## src/logic/ipab_defines.vh

```
/*
 indexed port access constants: port offsets, pointer layout, reset values.
 assumes inclusion by bare name from the design files.
*/
`ifndef IPAB_DEFINES_VH
`define IPAB_DEFINES_VH
`define IPAB_PORT_INDEX 3'h5
`define IPAB_PORT_DATA 3'h6
`define IPAB_BUSY_BIT 7
`define IPAB_PTR_MSB 6
`define IPAB_PTR_RST 7'h00
`define IPAB_ADDR_CONFIG 7'h40
`define IPAB_ADDR_ISTAT1 7'h41
`define IPAB_ADDR_ISTAT2 7'h42
`define IPAB_ADDR_SMIM1 7'h43
`define IPAB_ADDR_SMIM2 7'h44
`define IPAB_ADDR_NMIM1 7'h45
`define IPAB_ADDR_NMIM2 7'h46
`define IPAB_CONFIG_RST 8'h08
`define IPAB_ISTAT_RST 8'h00
`endif

```

## src/logic/ipab_sync.v

```verilog
/*
 three-stage synchroniser for one pin level; output changes when stages two
 and three agree. assumes mclk domain, synchronous active low reset.
*/
`timescale 1ns/100ps
module ipab_sync
(
   mclk,
   rst_n,
   din,
   dout
);
   input wire mclk;
   input wire rst_n;
   input wire din;
   output reg dout;
   reg s1_r;
   reg s2_r;
   reg s3_r;
   always @(posedge mclk)
   begin
      if (!rst_n)
      begin
         s1_r <= 1'b0;
         s2_r <= 1'b0;
         s3_r <= 1'b0;
         dout <= 1'b0;
      end
      else
      begin
         s1_r <= din;
         s2_r <= s1_r;
         s3_r <= s2_r;
         if (s2_r == s3_r)
            dout <= s3_r;
      end
   end
endmodule // ipab_sync

```

## src/logic/ipab_port.v

```verilog
/*
 indexed host port front end: index/busy register at offset 5, data port at
 offset 6, pointer selecting internal registers, busy arbitration with the
 serial bus engine. assumes the isa strobes and serial busy come from pins;
 register contents outside configuration and interrupt status live elsewhere
 and are reached through the ext_* pins.
*/
// What this block does
// - seven-bit pointer in bits 6..0 of index register, readable and writable
// - bit 7 of index register is read-only busy flag
// - busy sets on index write or while serial transaction runs
// - index-set busy clears on next data access; serial busy ends with transaction
// - data access at interrupt status 1 advances pointer to status 2
// - data port serves register and ram reads using the pointer
`timescale 1ns/100ps
`include "ipab_defines.vh"
module ipab_port
(
   mclk,
   rst_n,
   cs_n,
   ior_n,
   iow_n,
   addr,
   data_in,
   data_out,
   data_oe,
   sbus_busy,
   ext_addr,
   ext_wdata,
   ext_wr,
   ext_rd,
   ext_rdata,
   istat1_set,
   istat2_set,
   config_out
);
   input wire mclk;
   input wire rst_n;
   input wire cs_n;
   input wire ior_n;
   input wire iow_n;
   input wire [2:0] addr;
   input wire [7:0] data_in;
   output reg [7:0] data_out;
   output wire data_oe;
   input wire sbus_busy;
   output wire [6:0] ext_addr;
   output reg [7:0] ext_wdata;
   output reg ext_wr;
   output reg ext_rd;
   input wire [7:0] ext_rdata;
   input wire [7:0] istat1_set;
   input wire [7:0] istat2_set;
   output wire [7:0] config_out;

   wire cs_s;
   wire rd_s;
   wire wr_s;
   wire sb_s;
   // bits 10..8 carry the port offset, 7..0 the write data
   wire [10:0] bus_raw;
   wire [10:0] bus_s;
   wire [2:0] addr_s;
   wire [7:0] din_s;
   reg rd_d_r;
   reg wr_d_r;
   reg [6:0] ptr_r;
   reg host_busy_r;
   reg [7:0] config_r;
   reg [7:0] istat1_r;
   reg [7:0] istat2_r;
   // next values, all produced by the single decode process below
   reg [6:0] ptr_nxt;
   reg host_busy_nxt;
   reg [7:0] config_nxt;
   reg [7:0] istat1_nxt;
   reg [7:0] istat2_nxt;
   reg [7:0] rdata_nxt;
   reg [7:0] wdata_nxt;
   reg ext_wr_nxt;
   reg ext_rd_nxt;
   wire rd_pulse;
   wire wr_pulse;
   wire idx_sel;
   wire dat_sel;
   wire dat_acc;
   wire int_loc;
   wire busy;
   genvar gi;

   // strobes are asynchronous pins; synchronise before edge detection
   ipab_sync u_cs (.mclk(mclk), .rst_n(rst_n), .din(~cs_n), .dout(cs_s));
   ipab_sync u_rd (.mclk(mclk), .rst_n(rst_n), .din(~ior_n), .dout(rd_s));
   ipab_sync u_wr (.mclk(mclk), .rst_n(rst_n), .din(~iow_n), .dout(wr_s));
   ipab_sync u_sb (.mclk(mclk), .rst_n(rst_n), .din(sbus_busy), .dout(sb_s));
   // offset and data are pins as well; the same filter on every bit keeps them
   // in step with the strobes, so they are settled when the synced edge acts
   assign bus_raw = {addr, data_in};
   generate
      for (gi = 0; gi < 11; gi = gi + 1)
      begin : g_bus
         ipab_sync u_ipab_sync (.mclk(mclk), .rst_n(rst_n), .din(bus_raw[gi]),
            .dout(bus_s[gi]));
      end
   endgenerate
   assign addr_s = bus_s[10:8];
   assign din_s = bus_s[7:0];

   // limitation: offset and data must be stable across the whole strobe
   assign rd_pulse = rd_s & ~rd_d_r & cs_s;
   assign wr_pulse = wr_s & ~wr_d_r & cs_s;
   assign idx_sel = (addr_s == `IPAB_PORT_INDEX);
   assign dat_sel = (addr_s == `IPAB_PORT_DATA);
   assign dat_acc = dat_sel & (rd_pulse | wr_pulse);
   // config and the status pair live here; ext_wr stays low for writes to them, though ext_wdata still takes the data
   assign int_loc = (ptr_r == `IPAB_ADDR_CONFIG) | (ptr_r == `IPAB_ADDR_ISTAT1) |
      (ptr_r == `IPAB_ADDR_ISTAT2);
   assign busy = host_busy_r | sb_s;
   assign data_oe = cs_s & rd_s & (idx_sel | dat_sel);
   assign ext_addr = ptr_r;
   assign config_out = config_r;

   // decode of one access per cycle; defaults hold every register but the status pair (ORs in events) and ext_wr/ext_rd (clear)
   always @*
   begin
      ptr_nxt = ptr_r;
      host_busy_nxt = host_busy_r;
      config_nxt = config_r;
      rdata_nxt = data_out;
      wdata_nxt = ext_wdata;
      ext_wr_nxt = 1'b0;
      ext_rd_nxt = 1'b0;
      // status clears on read, but a new event in the same cycle wins
      istat1_nxt = istat1_r | istat1_set;
      istat2_nxt = istat2_r | istat2_set;
      if (idx_sel & wr_pulse)
      begin
         ptr_nxt = din_s[`IPAB_PTR_MSB:0];
         host_busy_nxt = 1'b1;
      end
      else if (dat_acc)
      begin
         host_busy_nxt = 1'b0;
         // only status 1 advances, to status 2, so repeated accesses elsewhere hit one register
         if (ptr_r == `IPAB_ADDR_ISTAT1)
            ptr_nxt = `IPAB_ADDR_ISTAT2;
         else
            ptr_nxt = ptr_r;
      end
      if (idx_sel & rd_pulse)
         rdata_nxt = {busy, ptr_r};
      else if (dat_sel & rd_pulse)
      begin
         ext_rd_nxt = 1'b1;
         case (ptr_r)
            `IPAB_ADDR_CONFIG: rdata_nxt = config_r;
            `IPAB_ADDR_ISTAT1:
            begin
               rdata_nxt = istat1_r;
               istat1_nxt = istat1_set;
            end
            `IPAB_ADDR_ISTAT2:
            begin
               rdata_nxt = istat2_r;
               istat2_nxt = istat2_set;
            end
            default: rdata_nxt = ext_rdata;
         endcase
      end
      if (dat_sel & wr_pulse)
      begin
         wdata_nxt = din_s;
         ext_wr_nxt = ~int_loc;
         if (ptr_r == `IPAB_ADDR_CONFIG)
            config_nxt = din_s;
      end
   end

   // control state: edge detectors, pointer, busy and the one-cycle strobes
   always @(posedge mclk)
   begin
      if (!rst_n)
      begin
         rd_d_r <= 1'b0;
         wr_d_r <= 1'b0;
         ptr_r <= `IPAB_PTR_RST;
         host_busy_r <= 1'b0;
         ext_wr <= 1'b0;
         ext_rd <= 1'b0;
      end
      else
      begin
         rd_d_r <= rd_s;
         wr_d_r <= wr_s;
         ptr_r <= ptr_nxt;
         host_busy_r <= host_busy_nxt;
         ext_wr <= ext_wr_nxt;
         ext_rd <= ext_rd_nxt;
      end
   end

   // data holding registers; kept apart so the control path reads on its own
   always @(posedge mclk)
   begin
      if (!rst_n)
      begin
         config_r <= `IPAB_CONFIG_RST;
         istat1_r <= `IPAB_ISTAT_RST;
         istat2_r <= `IPAB_ISTAT_RST;
         data_out <= 8'h00;
         ext_wdata <= 8'h00;
      end
      else
      begin
         config_r <= config_nxt;
         istat1_r <= istat1_nxt;
         istat2_r <= istat2_nxt;
         data_out <= rdata_nxt;
         ext_wdata <= wdata_nxt;
      end
   end
endmodule // ipab_port

```

## config.mk

```make
export PLATFORM = sky130hd
export DESIGN_NAME = ipab_port
export DESIGN_NICKNAME = d
export VERILOG_FILES = /design/src/logic/ipab_sync.v /design/src/logic/ipab_port.v
export VERILOG_INCLUDE_DIRS = /design/src /design/src/logic
export SDC_FILE = /design/constraint.sdc
export NUM_CORES = 1
export LEC_CHECK = 0
export BUFFER_PORTS_ARGS = -buffer_cell sky130_fd_sc_hd__buf_2
export CAP_MARGIN = 20
export CELL_PAD_IN_SITES_DETAIL_PLACEMENT = 0
export CELL_PAD_IN_SITES_GLOBAL_PLACEMENT = 2
export CORE_MARGIN = 2
export CORE_UTILIZATION = 34
export DETAILED_ROUTE_END_ITERATION = 8
export GPL_ROUTABILITY_DRIVEN = 1
export GPL_TIMING_DRIVEN = 1
export PLACE_DENSITY = 0.76
export SLEW_MARGIN = 15
export SYNTH_ARGS = -nofsm -noshare
export SYNTH_HDL_FRONTEND = slang
export SYNTH_SLANG_ARGS = --single-unit
```

## constraint.sdc

```tcl
create_clock -name mclk -period 2.05 [get_ports mclk]
set_input_delay 0.3075 -clock mclk [delete_from_list [all_inputs] [get_ports mclk]]
set_output_delay 0.3075 -clock mclk [all_outputs]
set_load 0.01 [all_outputs]
```

==> metrics.cfg <==
[clocking]
cts_tree=built
path_clk_slew_ps=60
cts-root-buf=clkbuf_16
clock-sinks=112
clkLatencyLatePin_ps=350
cts_buffers=9
htreeDepth=3
cts_hold_buf=0
clk_path_buf_depth=2

[placed_design]
io_buffers=74
gp_congestion=0.838
dp_cells=639
hpwl_um=7280

[worst_setup_path]
cp_max_fo=10
reg2reg_slack_ps=260
crit_required_ps=1740
path_class=reg -> out
setup.worst_path.start_class=flop
crit_arrival_ps=1490
cp-end-kind=primary output

[global_routing]
grt_start_max_net_pins=51
grt_usage_pct=16.1
grt_first_pass_wirelength_um=16000
grt_pass1_vias=3044
grt_antenna_before_repair=0
grt_overflow=0

[logic_synthesis]
syn_nets=468
synth_area_leaders=dfxtp_1 (54%), o21a_1 (7.0%), and2_1 (6.9%)
async_flop_share_pct=0
synth_area_um2=4180
syn_avg_cell_area_um2=9.80
synthDistinctLibCells=33
syn_inst=427
yosys.cell_count.top_type=dfxtp_1
synth_edf_count=0
synth_ff_type=dfxtp_1
ys_ff_latch=112
synth_top_area_share_pct=53.6
yosys_warnings=0
yosysTopAreaCell=dfxtp_1
ys_seq_area_share_pct=53.6
synth_common_cells=dfxtp_1 (112), and2_1 (46), nand2_1 (46)

[floorplan]
chipWidth_um=115
start_util_pct=34.8
ioPinCount=75
die_area_um2=13200
rows=40
core_um2=12000
die_h_um=115

[power_and_ir_drop]
irDropWorstVdd_uv=331
power_density_nw_per_um2=841
p_leak_nw=1.97

[timing]
period_needed_ps=1800
skew_ps=4.29
post-route-period-util_pct=87.8
fin_setup_tns_ps=0
relSlewSlack_pct=61.5
rsz0062_at_grt=false
finalHoldViolations=0
setup_violations=0
fmax_ghz=0.555
slew_violations=0
tightestPinTransition_ps=574

[drt]
drtIter0Drc=166
ant_nets=0
routed_wl_um=9960
vias=3228
viasPerCell=4.94
wl_per_cell_um=15.2
firstDrtPassIters=4
drc_errors=0

[worst_hold_path]
worst_hold_path_type=in -> reg

[cells_and_area]
syn_to_final_growth_pct=20.8
layout.nets=544
layout-drive-gt1-share_pct=22.3
nFillCells=1220
n_antenna_cell=0
fin_cells=653

[run]
drv_cap=0

[status]
outcome=complete, no violations

## placed cells by master (no fill, tap or decap), types with 3 or more instances in the layout
cell         n
o21ai_0     40
o2bb2ai_1    8
clkbuf_16    9
a31oi_1      7
buf_4       12
nor2_1       5
and2_1      46
nand2b_1     3
mux2_2       7
a21boi_0    36
o21a_1      39
nor2b_1     13
dfxtp_1    111
nand3_1     13
a22oi_1      7
a21oi_1      4
nand2_1     46
buf_2       74
## kinds of logic (layout without fill, tap and decap cells)
logic type | count (synthesis) | in the layout | share of synthesized area, %
multiplexers | 8 | 8 | 2.12
AO/OA/AOI/OAI | 146 | 146 | 23.7
AND/OR/NAND/NOR | 138 | 138 | 18.3
buffers and inverters | 23 | 102 | 2.24
flip-flops | 112 | 112 | 53.6
## state kept, by name, indices dropped and copies added, names as in the netlist, 7 cells and up
name,cells
data_out,8
ext_wdata,8
istat1_r,8
g_bus.u_ipab_sync.s3_r,11
g_bus.u_ipab_sync.s1_r,11
g_bus.u_ipab_sync.dout,11
istat2_r,8
ext_addr,7
g_bus.u_ipab_sync.s2_r,11
config_out,8
## stage by stage
step	hold slack (ps)	cell area [µm²]	total power [mW]	setup slack, ps	utilization [%]
after floorplan	379	4180	2.45	438	-
after global routing	102	5050	4.42	96.0	42.1
after global placement	414	4760	2.55	270	39.6
after detailed placement	419	4760	2.55	215	39.6
after CTS	90.0	5050	4.31	191	42.1
final	106	5050	4.25	249	42.1
## repair_timing
item,in CTS,in global routing
setup endpoints to repair,0,7
buffers inserted,0,0
gates resized for setup,0,1
hold endpoints to repair,0,0
## critical path, cell delays in order (launching register included)
cell,delay (ps)
dfxtp_1,390
buf_4,200
nand2b_1,200
a21oi_1,210
buf_2,150
## layout make-up
cell class | instances | area, µm² | share of cell area, %
clock inverters | 2 | 38.8 | 0.768
clock buffers | 12 | 256 | 5.08
repair buffers | 87 | 480 | 9.51
multi-input cells | 292 | 1850 | 36.5
inverters | 1 | 3.75 | 0.0743
flip-flops and latches | 112 | 2240 | 44.4
well taps | 147 | 184 | 3.64
## metal layers
| layer | global-route usage, % | wire, µm | vias to the layer above | part of all wire, % |
|---|---|---|---|---|
| met1 | 21.3 | 4810 | 1506 | 48 |
| li1 | - | - | 1640 | - |
| met3 | 3.58 | 527 | 11 | 5.3 |
| met5 | 0 | 0 | - | 0 |
| met2 | 24.5 | 4440 | 71 | 45 |
| met4 | 8.19 | 182 | 0 | 1.8 |
## where the power goes
group,switching [mW],internal (mW),total (mW)
clock network,0.749,1.01,1.75
logic,0.0900,0.122,0.212
registers,0.0363,2.25,2.28
total,0.875,3.38,4.25
## worst paths after layout
kind,from,endpoint,depth (start not counted)
worst max-delay path,g_bus[9].u_ipab_sync.dout$_SDFFE_PN0N_,data_oe,4
worst min-delay path,ior_n,u_rd.s1_r$_SDFF_PN0_,2
worst max register to register,ext_addr[3]$_SDFFE_PN0P_,istat1_r[6]$_SDFF_PN0_,4
worst min register to register,g_bus[8].u_ipab_sync.s1_r$_SDFF_PN0_,g_bus[8].u_ipab_sync.s2_r$_SDFF_PN0_,1
Note: power is estimated with default switching activity, not from simulation.
